$ cat src/hdl/dts_pkg.sv
// Function
// [RQ1] Count tone periods digitally; accept only the standard eight signalling frequencies.
// [RQ2] Early steering active while both groups hold valid tones; drops on loss.
// [RQ3] After the full present guard time, register pair and latch its 4-bit code.
// [RQ4] Guard-time output stays high while early steering stays active.
// [RQ5] Delayed steering rises only after a settling delay following the latch.
// [RQ6] Delayed steering means tones present or absent for the guard time.
// [RQ7] Receive data latch updates only on a rising delayed steering transition.
// [RQ8] Bursts failing the present guard leave the receive data unchanged.
// [RQ9] A pair passing validation is decoded and stored in receive data.
// [RQ10] After a valid pause the code is kept until the next registered pair.
// [RQ11] Dropouts shorter than the absent guard change neither data nor steering.
// [RQ12] Same guard check in reverse validates pauses; short gaps and tones rejected.
// [RQ13] Delayed steering state is readable as a status bit.
// [RQ14] Data-valid status bit sets on new data, clears after status read.
// [RQ15] In interrupt mode the interrupt pin is low while delayed steering is active.
// [RQ16] A status read releases the interrupt; host reads status per digit.
// [RQ17] Reading receive data returns the latched 4-bit code on the bus.
// [RQ18] Host sees one status, two control and two data registers.
// [RQ19] Digits 1-9 as 1-9, 0 as a, star b, hash c, A-C d-f, D 0.
// [RQ20] Tone presence is detected within 5 to 14 ms before the guard starts.
// [RQ21] Delayed steering follows the guard threshold crossing by about 13 us.
// [RQ22] Present and absent guard times are configurable cycle counters.
//
// Purpose: Shared constants and types of the tone receive steering block.
// Assumes: 100 MHz reference clock, Avalon-MM slave with 32-bit data.
// Notes: Offsets are byte addresses.
package dts_pkg;
  localparam int CLK_HZ = 100_000_000;
  localparam int CLK_NS = 10;
  localparam int PER_W = 18;
  localparam int GUARD_W = 24;
  localparam int TOL_PERMIL = 25;
  localparam logic [PER_W-1:0] PER_TIMEOUT = 18'h27100;
  localparam logic [1:0] MATCH_LAST = 2'h3;
  localparam int TONE_HZ [8] = '{697, 770, 852, 941, 1209, 1336, 1477, 1633};
  localparam int GTP_US = 25000;
  localparam int GTA_US = 25000;
  localparam int GTP_CYC = GTP_US * 1000 / CLK_NS;
  localparam int GTA_CYC = GTA_US * 1000 / CLK_NS;
  localparam int SETTLE_NS = 13000;
  localparam int SETTLE_CYC = (SETTLE_NS + CLK_NS - 1) / CLK_NS;
  localparam logic [63:0] DIGIT_LUT = 64'h0cab_f987_e654_d321;
  localparam logic [5:0] OFF_RX_DATA = 6'h00;
  localparam logic [5:0] OFF_TX_DATA = 6'h04;
  localparam logic [5:0] OFF_STATUS = 6'h08;
  localparam logic [5:0] OFF_CTRL_A = 6'h0c;
  localparam logic [5:0] OFF_CTRL_B = 6'h10;
  localparam logic [5:0] OFF_GTP = 6'h14;
  localparam logic [5:0] OFF_GTA = 6'h18;
  localparam int ST_DV_BIT = 2;
  localparam int ST_DS_BIT = 3;
  localparam int ST_ES_BIT = 4;
  localparam int STEER_IN_GUARD_OUT_BIT = 5;
  localparam int CA_IRQ_BIT = 0;
  localparam logic [3:0] CTRL_RST = 4'h0;
  localparam logic [3:0] CODE_RST = 4'h0;

  typedef struct packed {
    logic read;
    logic write;
    logic [5:0] address;
    logic [31:0] writedata;
  } dts_avs_req_s;

  typedef struct packed {
    logic es;
    logic gt;
    logic ds;
    logic dv;
  } dts_rx_state_s;

  // Period window of table tone i, in cycles of a clock running at hz
  function automatic logic [PER_W-1:0] per_min(input int i, input int hz);
    per_min = PER_W'((hz / TONE_HZ[i]) * (1000 - TOL_PERMIL) / 1000);
  endfunction

  function automatic logic [PER_W-1:0] per_max(input int i, input int hz);
    per_max = PER_W'((hz / TONE_HZ[i]) * (1000 + TOL_PERMIL) / 1000);
  endfunction
endpackage

$ cat src/hdl/dts_steering.sv
// Purpose: Tone detection, guard-time steering, receive data and host registers.
// Assumes: Limited low and high group tone square waves arrive asynchronously.
// Notes: All state freezes while clk_en is low.
`timescale 1ns/1ps
module dts_steering #(
  parameter logic [23:0] GTP_DEFAULT = 24'(dts_pkg::GTP_CYC),
  parameter logic [23:0] GTA_DEFAULT = 24'(dts_pkg::GTA_CYC),
  parameter int REF_CLK_HZ = dts_pkg::CLK_HZ
) (
  input wire logic ref_clk, // 100 MHz clock
  input wire logic resetn, // Async reset, active low
  input wire logic clk_en, // Freezes all state when low
  input wire logic [1:0] tone_sq, // Limited tones: 0 low group, 1 high group
  input wire dts_pkg::dts_avs_req_s avs_req, // Avalon request group
  output logic [31:0] avs_readdata, // Avalon read data
  output logic avs_waitrequest, // Avalon wait request
  output logic early_steering, // Both tones valid
  output logic steer_in_guard_out, // Guarded steering state
  output logic delayed_steering_bit, // Registered pair, settled
  output logic interrupt_progress_pin_n // Interrupt, active low
);
  ////////////////////////////////////////////////////////////////////////////
  // Tone period measurement, one channel per group
  // Windows and the no-edge timeout follow the clock rate the block is built for
  localparam int PER_W_L = dts_pkg::PER_W;
  localparam logic [PER_W_L-1:0] PER_TO_L =
    PER_W_L'(64'(dts_pkg::PER_TIMEOUT) * 64'(REF_CLK_HZ) / 64'(dts_pkg::CLK_HZ));
  logic [1:0] tone_valid;
  logic [1:0] tone_idx [2];

  for (genvar g = 0; g < 2; g++) begin : g_grp
    logic [2:0] sq_reg;
    logic [PER_W_L-1:0] per_reg;
    logic [PER_W_L-1:0] per_next;
    logic [1:0] idx_reg;
    logic [1:0] idx_next;
    logic [1:0] run_reg;
    logic [1:0] run_next;
    logic val_reg;
    logic val_next;
    logic hit;
    logic [1:0] hit_idx;

    always_comb begin
      hit = 1'b0;
      hit_idx = 2'h0;
      for (int i = 0; i < 4; i++) begin
        if (per_reg >= dts_pkg::per_min(g * 4 + i, REF_CLK_HZ) &&
            per_reg <= dts_pkg::per_max(g * 4 + i, REF_CLK_HZ)) begin
          hit = 1'b1; // RQ1
          hit_idx = 2'(i);
        end
      end
    end

    always_comb begin
      per_next = per_reg;
      idx_next = idx_reg;
      run_next = run_reg;
      val_next = val_reg;
      if (sq_reg[1] && !sq_reg[2]) begin
        per_next = '0;
        if (hit && hit_idx == idx_reg) begin
          if (run_reg != dts_pkg::MATCH_LAST) begin
            run_next = run_reg + 2'h1;
          end
          val_next = (run_reg == dts_pkg::MATCH_LAST); // RQ20
        end else begin
          idx_next = hit_idx;
          run_next = '0;
          val_next = 1'b0; // RQ1
        end
      end else if (per_reg == PER_TO_L) begin
        run_next = '0;
        val_next = 1'b0;
      end else begin
        per_next = per_reg + 18'h1;
      end
    end

    always_ff @(posedge ref_clk or negedge resetn) begin
      if (!resetn) begin
        sq_reg <= '0;
        per_reg <= '0;
        idx_reg <= '0;
        run_reg <= '0;
        val_reg <= 1'b0;
      end else if (clk_en) begin
        sq_reg <= {sq_reg[1:0], tone_sq[g]};
        per_reg <= per_next;
        idx_reg <= idx_next;
        run_reg <= run_next;
        val_reg <= val_next;
      end
    end

    assign tone_valid[g] = val_reg;
    assign tone_idx[g] = idx_reg;
  end

  ////////////////////////////////////////////////////////////////////////////
  // Steering, guard timing and receive data
  logic es_reg, es_next;
  logic gt_reg, gt_next;
  logic ds_reg, ds_next;
  logic dv_reg, dv_next;
  logic pend_reg, pend_next;
  logic [23:0] gcnt_reg, gcnt_next;
  logic [11:0] settle_reg, settle_next;
  logic [3:0] held_reg, held_next;
  logic [3:0] rx_reg, rx_next;
  logic [3:0] cur_code;
  logic [23:0] gtp_reg, gtp_next;
  logic [23:0] gta_reg, gta_next;
  logic [23:0] glim;
  logic stat_rd;
  dts_pkg::dts_rx_state_s rx_state;

  assign cur_code = dts_pkg::DIGIT_LUT[{tone_idx[0], tone_idx[1], 2'h0} +: 4]; // RQ19
  assign glim = gt_reg ? gta_reg : gtp_reg;

  always_comb begin
    es_next = tone_valid[0] & tone_valid[1]; // RQ2
    gt_next = gt_reg;
    gcnt_next = '0;
    held_next = held_reg;
    if (es_reg != gt_reg) begin
      if (gcnt_reg + 24'h1 >= glim) begin
        gt_next = es_reg; // RQ3 RQ4 RQ12 RQ22
        if (es_reg) begin
          held_next = cur_code; // RQ3 RQ9
        end
      end else begin
        gcnt_next = gcnt_reg + 24'h1; // RQ11 RQ8
      end
    end
  end

  always_comb begin
    ds_next = ds_reg;
    settle_next = '0;
    rx_next = rx_reg;
    dv_next = dv_reg;
    pend_next = pend_reg;
    if (stat_rd) begin
      dv_next = 1'b0; // RQ14
      pend_next = 1'b0; // RQ16
    end
    if (!gt_reg) begin
      ds_next = 1'b0; // RQ6
    end else if (!ds_reg) begin
      if (settle_reg == 12'(dts_pkg::SETTLE_CYC - 1)) begin
        ds_next = 1'b1; // RQ5 RQ21
        rx_next = held_reg; // RQ7 RQ10
        dv_next = 1'b1; // RQ14
        pend_next = 1'b1; // RQ15
      end else begin
        settle_next = settle_reg + 12'h1;
      end
    end
  end

  always_ff @(posedge ref_clk or negedge resetn) begin
    if (!resetn) begin
      es_reg <= 1'b0;
      gt_reg <= 1'b0;
      gcnt_reg <= '0;
      held_reg <= dts_pkg::CODE_RST;
      ds_reg <= 1'b0;
      settle_reg <= '0;
      rx_reg <= dts_pkg::CODE_RST;
      dv_reg <= 1'b0;
      pend_reg <= 1'b0;
    end else if (clk_en) begin
      es_reg <= es_next;
      gt_reg <= gt_next;
      gcnt_reg <= gcnt_next;
      held_reg <= held_next;
      ds_reg <= ds_next;
      settle_reg <= settle_next;
      rx_reg <= rx_next;
      dv_reg <= dv_next;
      pend_reg <= pend_next;
    end
  end

  assign rx_state = '{es: es_reg, gt: gt_reg, ds: ds_reg, dv: dv_reg};

  ////////////////////////////////////////////////////////////////////////////
  // Avalon-MM slave: one wait cycle, effects at the accepting edge
  logic wait_reg, wait_next;
  logic [31:0] rdata_reg, rdata_next;
  logic [3:0] ctrl_a_reg, ctrl_a_next;
  logic [3:0] ctrl_b_reg, ctrl_b_next;
  logic [3:0] tx_reg, tx_next;
  logic irq_n_reg, irq_n_next;
  logic req;
  logic acc;

  assign req = avs_req.read | avs_req.write;
  assign acc = req & !wait_reg;
  assign stat_rd = acc & avs_req.read & (avs_req.address == dts_pkg::OFF_STATUS); // RQ16

  always_comb begin
    wait_next = !(req & wait_reg);
    rdata_next = rdata_reg;
    ctrl_a_next = ctrl_a_reg;
    ctrl_b_next = ctrl_b_reg;
    tx_next = tx_reg;
    gtp_next = gtp_reg;
    gta_next = gta_reg;
    if (req && wait_reg && avs_req.read) begin
      rdata_next = '0;
      case (avs_req.address) // RQ18
        dts_pkg::OFF_RX_DATA: rdata_next[3:0] = rx_reg; // RQ17
        dts_pkg::OFF_TX_DATA: rdata_next[3:0] = tx_reg;
        dts_pkg::OFF_STATUS: begin
          rdata_next[dts_pkg::ST_DV_BIT] = rx_state.dv; // RQ14
          rdata_next[dts_pkg::ST_DS_BIT] = rx_state.ds; // RQ13
          rdata_next[dts_pkg::ST_ES_BIT] = rx_state.es;
          rdata_next[dts_pkg::STEER_IN_GUARD_OUT_BIT] = rx_state.gt;
        end
        dts_pkg::OFF_CTRL_A: rdata_next[3:0] = ctrl_a_reg;
        dts_pkg::OFF_CTRL_B: rdata_next[3:0] = ctrl_b_reg;
        dts_pkg::OFF_GTP: rdata_next[23:0] = gtp_reg;
        dts_pkg::OFF_GTA: rdata_next[23:0] = gta_reg;
        default: rdata_next = '0;
      endcase
    end
    if (acc && avs_req.write) begin
      case (avs_req.address)
        dts_pkg::OFF_TX_DATA: tx_next = avs_req.writedata[3:0];
        dts_pkg::OFF_CTRL_A: ctrl_a_next = avs_req.writedata[3:0];
        dts_pkg::OFF_CTRL_B: ctrl_b_next = avs_req.writedata[3:0];
        dts_pkg::OFF_GTP: gtp_next = avs_req.writedata[23:0]; // RQ22
        dts_pkg::OFF_GTA: gta_next = avs_req.writedata[23:0]; // RQ22
        default: tx_next = tx_reg;
      endcase
    end
    irq_n_next = !(ctrl_a_reg[dts_pkg::CA_IRQ_BIT] & ds_reg & pend_reg); // RQ15 RQ16
  end

  always_ff @(posedge ref_clk or negedge resetn) begin
    if (!resetn) begin
      wait_reg <= 1'b1;
      rdata_reg <= '0;
      ctrl_a_reg <= dts_pkg::CTRL_RST;
      ctrl_b_reg <= dts_pkg::CTRL_RST;
      tx_reg <= dts_pkg::CODE_RST;
      gtp_reg <= GTP_DEFAULT;
      gta_reg <= GTA_DEFAULT;
      irq_n_reg <= 1'b1;
    end else if (clk_en) begin
      wait_reg <= wait_next;
      rdata_reg <= rdata_next;
      ctrl_a_reg <= ctrl_a_next;
      ctrl_b_reg <= ctrl_b_next;
      tx_reg <= tx_next;
      gtp_reg <= gtp_next;
      gta_reg <= gta_next;
      irq_n_reg <= irq_n_next;
    end
  end

  assign avs_readdata = rdata_reg;
  assign avs_waitrequest = wait_reg;
  assign early_steering = es_reg;
  assign steer_in_guard_out = gt_reg;
  assign delayed_steering_bit = ds_reg;
  assign interrupt_progress_pin_n = irq_n_reg;

  ////////////////////////////////////////////////////////////////////////////
  // Checks
  localparam int SETTLE_LAST = dts_pkg::SETTLE_CYC - 1;
endmodule

$ cat config.mk
export PLATFORM = sky130hd
export DESIGN_NAME = dts_steering
export DESIGN_NICKNAME = d
export VERILOG_FILES = /design/src/hdl/dts_pkg.sv /design/src/hdl/dts_steering.sv
export SDC_FILE = /design/constraint.sdc
export NUM_CORES = 1
export LEC_CHECK = 0
export BUFFER_PORTS_ARGS = -buffer_cell sky130_fd_sc_hd__buf_2
export CORE_ASPECT_RATIO = 0.9
export CORE_UTILIZATION = 40
export CTS_CLUSTER_DIAMETER = 60
export DETAILED_ROUTE_END_ITERATION = 12
export PLACE_DENSITY = 0.57
export SYNTH_ARGS = -nofsm -noshare
export SYNTH_HDL_FRONTEND = slang
export SYNTH_SLANG_ARGS = --single-unit
export TNS_END_PERCENT = 30
$ cat constraint.sdc
create_clock -name ref_clk -period 4.7 [get_ports ref_clk]
set_input_delay 0.47 -clock ref_clk [delete_from_list [all_inputs] [get_ports ref_clk]]
set_output_delay 0.47 -clock ref_clk [all_outputs]
set_load 0.03 [all_outputs]
After elaboration in Yosys (flattened, before gate mapping)
Index checks and enable logic that the tools add are counted.
{"block": "word_totals", "ff_bits": 187, "latch_bits": 0, "ram_bits": 0, "mem_bits_ro": 0, "inputBits": 45, "out_inout_bits": 37, "n_memories": 0}
{"block": "classes", "addsub": 6, "multipliers": 0, "div": 0, "order_cmp": 17, "n_eq_ne": 20, "n_shift": 1, "mux": 53, "bitwise_logic": 11, "n_reduce_logical": 40}
{"operator": ">= comparator 18 x 17 -> 1 bit (second input constant)", "n": 6}
{"operator": "<= comparator 18 x 17 -> 1 bit (second input constant)", "n": 5}
{"operator": "two-way mux 18 bit", "n": 4}
{"operator": "two-way mux 24 bit", "n": 3}
{"operator": "indexed part select 64 x 7 -> 4 bit (first input constant)", "n": 1}
{"operator": "adder 18 x 1 -> 18 bit (second input constant)", "n": 2}
{"operator": "equality test 18 bit (second input constant)", "n": 2}
{"operator": "<= comparator 18 bit (second input constant)", "n": 2}
{"operator": "two-way mux 12 bit", "n": 3}
{"operator": "one-hot mux 18 bit (2 select lines)", "n": 1}
{"operator": "AND reduction 3 bit", "n": 10}
{"operator": "two-way mux 1 bit", "n": 27}
{"operator": "adder 24 x 1 -> 24 bit (second input constant)", "n": 1}
{"operator": ">= comparator 24 bit", "n": 1}
{"operator": "two-way mux 2 bit", "n": 12}
{"operator": "equality test 6 x 5 -> 1 bit (second input constant)", "n": 3}
{"operator": ">= comparator 18 x 16 -> 1 bit (second input constant)", "n": 1}
{"operator": ">= comparator 18 bit (second input constant)", "n": 1}
{"operator": "<= comparator 18 x 16 -> 1 bit (second input constant)", "n": 1}
{"operator": "logical AND 1 bit", "n": 15}
{"operator": "one-hot mux 2 bit (7 select lines)", "n": 1}
{"operator": "adder 12 x 1 -> 12 bit (second input constant)", "n": 1}
{"operator": "equality test 12 x 11 -> 1 bit (second input constant)", "n": 1}
{"operator": "equality test 6 x 4 -> 1 bit (second input constant)", "n": 2}
{"operator": "17 further kinds", "n": 42}

Depth between registers and ports, before layout
{"block": "depth", "depth_word": 9, "mapped_depth": 15}

Worst setup path before layout
OpenSTA, ideal clock, no wires.
{"block": "synth_timing", "kind": "reg-to-reg", "from": "register gt_reg, in the netlist steer_in_guard_out", "to": "register gcnt_reg[0]", "setup_ps": 65, "t_arrival_ps": 3420, "required_ps": 4635, "path_slack_ps": 1215, "stages_incl_launch_ff": 13, "period_less_slack_ps": 3485, "cell_sequence": "dfrtp_1 -> buf_1 -> clkbuf_1 -> mux2i_1 -> ha_1 -> a21o_1 -> a221oi_1 -> and3_1 -> o21ai_0 -> a31o_2 -> nor3_1 -> clkbuf_1 -> mux2_2"}
{"block": "synth_between", "elab_chain_len": 4, "elab_cells_between_ends": 5, "cone_classes": "1 x order compare; 1 x eq/ne; 3 x mux"}
{"element": "start: declaration", "line_no": "dts_steering.sv:104", "source": "logic gt_reg, gt_next;"}
{"element": "start signal: assignment", "line_no": "dts_steering.sv:176", "source": "gt_reg <= gt_next;"}
{"element": "two-way mux 24 bit", "line_no": "dts_steering.sv:120", "source": "assign glim = gt_reg ? gta_reg : gtp_reg;"}
{"element": ">= comparator 24 bit", "line_no": "dts_steering.sv:128", "source": "if (gcnt_reg + 24'h1 >= glim) begin"}
{"element": "two-way mux 24 bit", "line_no": "dts_steering.sv:128"}
{"element": "two-way mux 24 bit *", "line_no": "dts_steering.sv:127", "source": "if (es_reg != gt_reg) begin"}
{"element": "end signal: assignment", "line_no": "dts_steering.sv:177", "source": "gcnt_reg <= gcnt_next;"}
{"element": "end: declaration", "line_no": "dts_steering.sv:108", "source": "logic [23:0] gcnt_reg, gcnt_next;"}
Mark *: on every way between the ends. The rest lies on a longest branch, timed or not.
A chain may end at the register's enable or synchronous reset.

Worst setup path after layout
{"block": "layout_timing", "from": "register gcnt_reg[0]", "to": "register gcnt_reg[21]"}
{"block": "layout_between", "elab_chain_len": 4}
{"element": "adder 24 x 1 -> 24 bit *", "line_no": "dts_steering.sv:128, dts_steering.sv:134"}
{"element": ">= comparator 24 bit", "line_no": "dts_steering.sv:128"}
{"element": "two-way mux 24 bit *", "line_no": "dts_steering.sv:128"}
{"element": "two-way mux 24 bit *", "line_no": "dts_steering.sv:127"}
Marks and branches as above.

==> impl_metrics.tcl <==
set metrics [dict create \
    status "completed" \
    critical_path_arrival_ps 4340 \
    slew_viol_final 0 \
    die_w_um 174.4 \
    die_y_um 157.2 \
    first_iter_violations 477 \
    p_leak_nw 5.315 \
    post_cts_buffers 0 \
    setup_viol 0 \
    cp_max_fo 14 \
    synth_area_um2 10700 \
    place_congestion 0.8330 \
    core_area_um2 26140 \
    period_needed_ps 3996 \
    first_pass_iters 5 \
    cts_hold_buf 0 \
    clock_latency_ps 440 \
    fill_cells 2523 \
    synth_edf_count 0 \
    ys_seq_area_share_pct 43.94 \
    maxCapViolCount 0 \
    setup.worst_path.end_class "register" \
    io_buffers 65 \
    cts-htree-levels 4 \
    cts.sinks 187 \
    p_seq_share_pct 49.3 \
    ys_warn_count 0 \
    dp.cells 1423 \
    cp.required_ps 5050 \
    overflow 0 \
    hp-class "in2async" \
    grt_max_degree 112 \
    place_area_um2 11270 \
    async_flop_share_pct 100.0 \
    utilization_pct 45.32 \
    place_hpwl_mm 16.20 \
    grt_use_total_pct 18.27 \
    row_count 56 \
    vias_per_cell 5.462 \
    num_vias 7947 \
    synth.distinct_cells 85 \
    clk_pin_slew_worst_paths_ps 70 \
    p_total_mw 3.685 \
    setup_slack_ps 704.4 \
    die_area_um2 27410 \
    rsz0062_at_grt "false" \
    holdWs_ps 117.8 \
    finalClockSkew_ps 15.88 \
    p_switching_mw 1.105 \
    post-route-period-util_pct 85.01 \
    criticalPathCategory "reg2reg" \
    internal-power_mw 2.580 \
    slew_headroom_pct 32.85 \
    largest_register_ffs 36 \
    grt_antenna_before_repair 0 \
    yosys_most_used_dff "dfrtp_1" \
    drive_above_1_share_pct 20.69 \
    clkPwrFrac_pct 38.8 \
    clock-root-buffer "clkbuf_16" \
    wire_per_inst_um 16.33 \
    fmax_mhz 250.3 \
    first_global_vias 7673 \
    cts_tree "done" \
    power_density_nw_per_um2 311.1 \
    cts_inserted_buffers 17 \
    final-hold-violation-count 0 \
    syn_inst 1068 \
    ant_nets 0 \
    grt_pass1_wl_mm 40.39 \
    comb_power_share_pct 11.9 \
    ctsResizeCount 0 \
    sw_frac_of_total_pct 29.98 \
    syn_to_final_growth_pct 10.70 \
    place_ws_ps 723.8 \
    drc 0 \
    ys_ff_latch 187 \
    syn_avg_cell_area_um2 10.02 \
    tns_ps 0 \
    start_util_pct 40.94 \
    ctsLongestPathBuffers 2 \
    finalWirelength_mm 23.76 \
    worstSetupStartpointType "register" \
    fin_area_um2 11850 \
    worst_slew_pin_slew_ps 1000 \
    peakVddDrop_v 0.0002232 \
    finish.net_count 1181 \
    io_pins 82 \
    antenna_cells 0 \
    fin_cells 1455 \
]
==> cell type report <==
class                   instances  area, um2  area share (%)
multi-input cells             794       5635           47.58
inverters                      19      71.32          0.6021
flip-flops and latches        187       4703           39.71
well taps                     348      435.4           3.676
repair buffers                 75      421.7           3.560
clock inverters                15      152.6           1.289
clock buffers                  17      425.4           3.591
==> metal layers <==
layer  global-route usage (%)  up-vias  routed length [um]
li1                         -     3909                   -
met1                    27.90     3889               12580
met2                    26.92      131               10220
met3                    2.705       18                 772
met4                    4.261        0                 189
met5                        0        -                   0
==> cells in the final DEF, fill, tap and decap left out, types with 8 or more instances in the layout <==
master | synthesis | routed
xor2_1 | 33 | 33
a21oi_1 | 23 | 23
a22oi_1 | 18 | 18
a211oi_1 | 8 | 8
nand3_1 | 37 | 36
mux2i_1 | 32 | 32
ha_1 | 42 | 42
dfstp_2 | 18 | 18
and3_1 | 23 | 23
buf_2 | 3 | 64
o21ai_0 | 52 | 52
nor3_1 | 17 | 17
xnor2_1 | 31 | 31
a22o_1 | 10 | 10
buf_4 | 8 | 9
nand2_1 | 103 | 103
nor2_1 | 91 | 91
mux2_2 | 82 | 82
o2bb2ai_1 | 14 | 14
o31ai_1 | 11 | 11
nor2b_1 | 10 | 10
nor4_1 | 11 | 11
inv_1 | 18 | 18
a21o_1 | 14 | 14
clkbuf_16 | 0 | 17
conb_1 | 1 | 8
dfrtp_1 | 169 | 168
nand4_1 | 18 | 18
==> critical path, stage by stage (launching register included) <==
cell and delay (ps):
dfrtp_1 440, ha_1 240, and3_1 230, and2_0 260, and3_1 270, nand3_1 120, xnor2_1 280, ha_1 300
and3_1 160, a221oi_1 270, and3_1 190, o21ai_0 130, a31o_2 370, or2_2 460, o2bb2ai_1 200
==> synthesized netlist by cell type (11+ instances only) <==
library cell  count  area [um2]
a21oi_1          23       115.1
and3_1           23       143.9
nand4_1          18       112.6
nor2_1           91       341.6
dfstp_2          18       473.0
nor4_1           11       68.82
o2bb2ai_1        14       122.6
mux2i_1          32       320.3
dfrtp_1         169        4229
xor2_1           33       289.0
o31ai_1          11       82.58
mux2_2           82       923.4
clkbuf_1         55       206.5
xnor2_1          31       271.5
a22oi_1          18       135.1
a21o_1           14       105.1
inv_1            18       67.56
nor3_1           17       85.08
ha_1             42       525.5
o21ai_0          52       260.3
nand3_1          37       185.2
nand2_1         103       386.6
==> worst paths after layout <==
kind / startpoint / to / slack [ps] / depth (start not counted)
worst max-delay path: gcnt_reg[0] / gcnt_reg[21] / 700 / 14
worst min-delay path: resetn / g_grp[0].per_reg[10] / 120 / 1
worst max register to register: gcnt_reg[0] / gcnt_reg[21] / 700 / 14
worst min register to register: pend_reg / interrupt_progress_pin_n / 470 / 1
max in group asynchronous: resetn / gtp_reg[13] / 3610 / 2
min in group ref_clk: avs_req[9] / gta_reg[9] / 270 / 2
==> cell families (layout without fill, tap and decap cells) <==
family                     Yosys count  after routing  synth area share (%)
xor gates and xnor gates            64             64                 5.239
and+or+nand+nor                    364            364                 16.99
DFF                                187            187                 43.94
adders and majority gates           42             42                 4.911
muxes                              114            114                 11.62
buffers and inverters               94            126                 3.683
AOI/OAI and AO/OA                  202            202                 13.58
other                                1              8               0.03505
==> power groups by stage <==
stage / clock network [mW] / logic [mW] / registers (mW)
global route: 1.53 / 0.506 / 1.84
global placement: 0 / 0.440 / 1.85
CTS: 1.47 / 0.446 / 1.82
finish: 1.43 / 0.438 / 1.82
detailed placement: 0 / 0.444 / 1.85
floorplan: 0 / 0.361 / 1.78
Note: power is estimated with default switching activity, not from simulation.
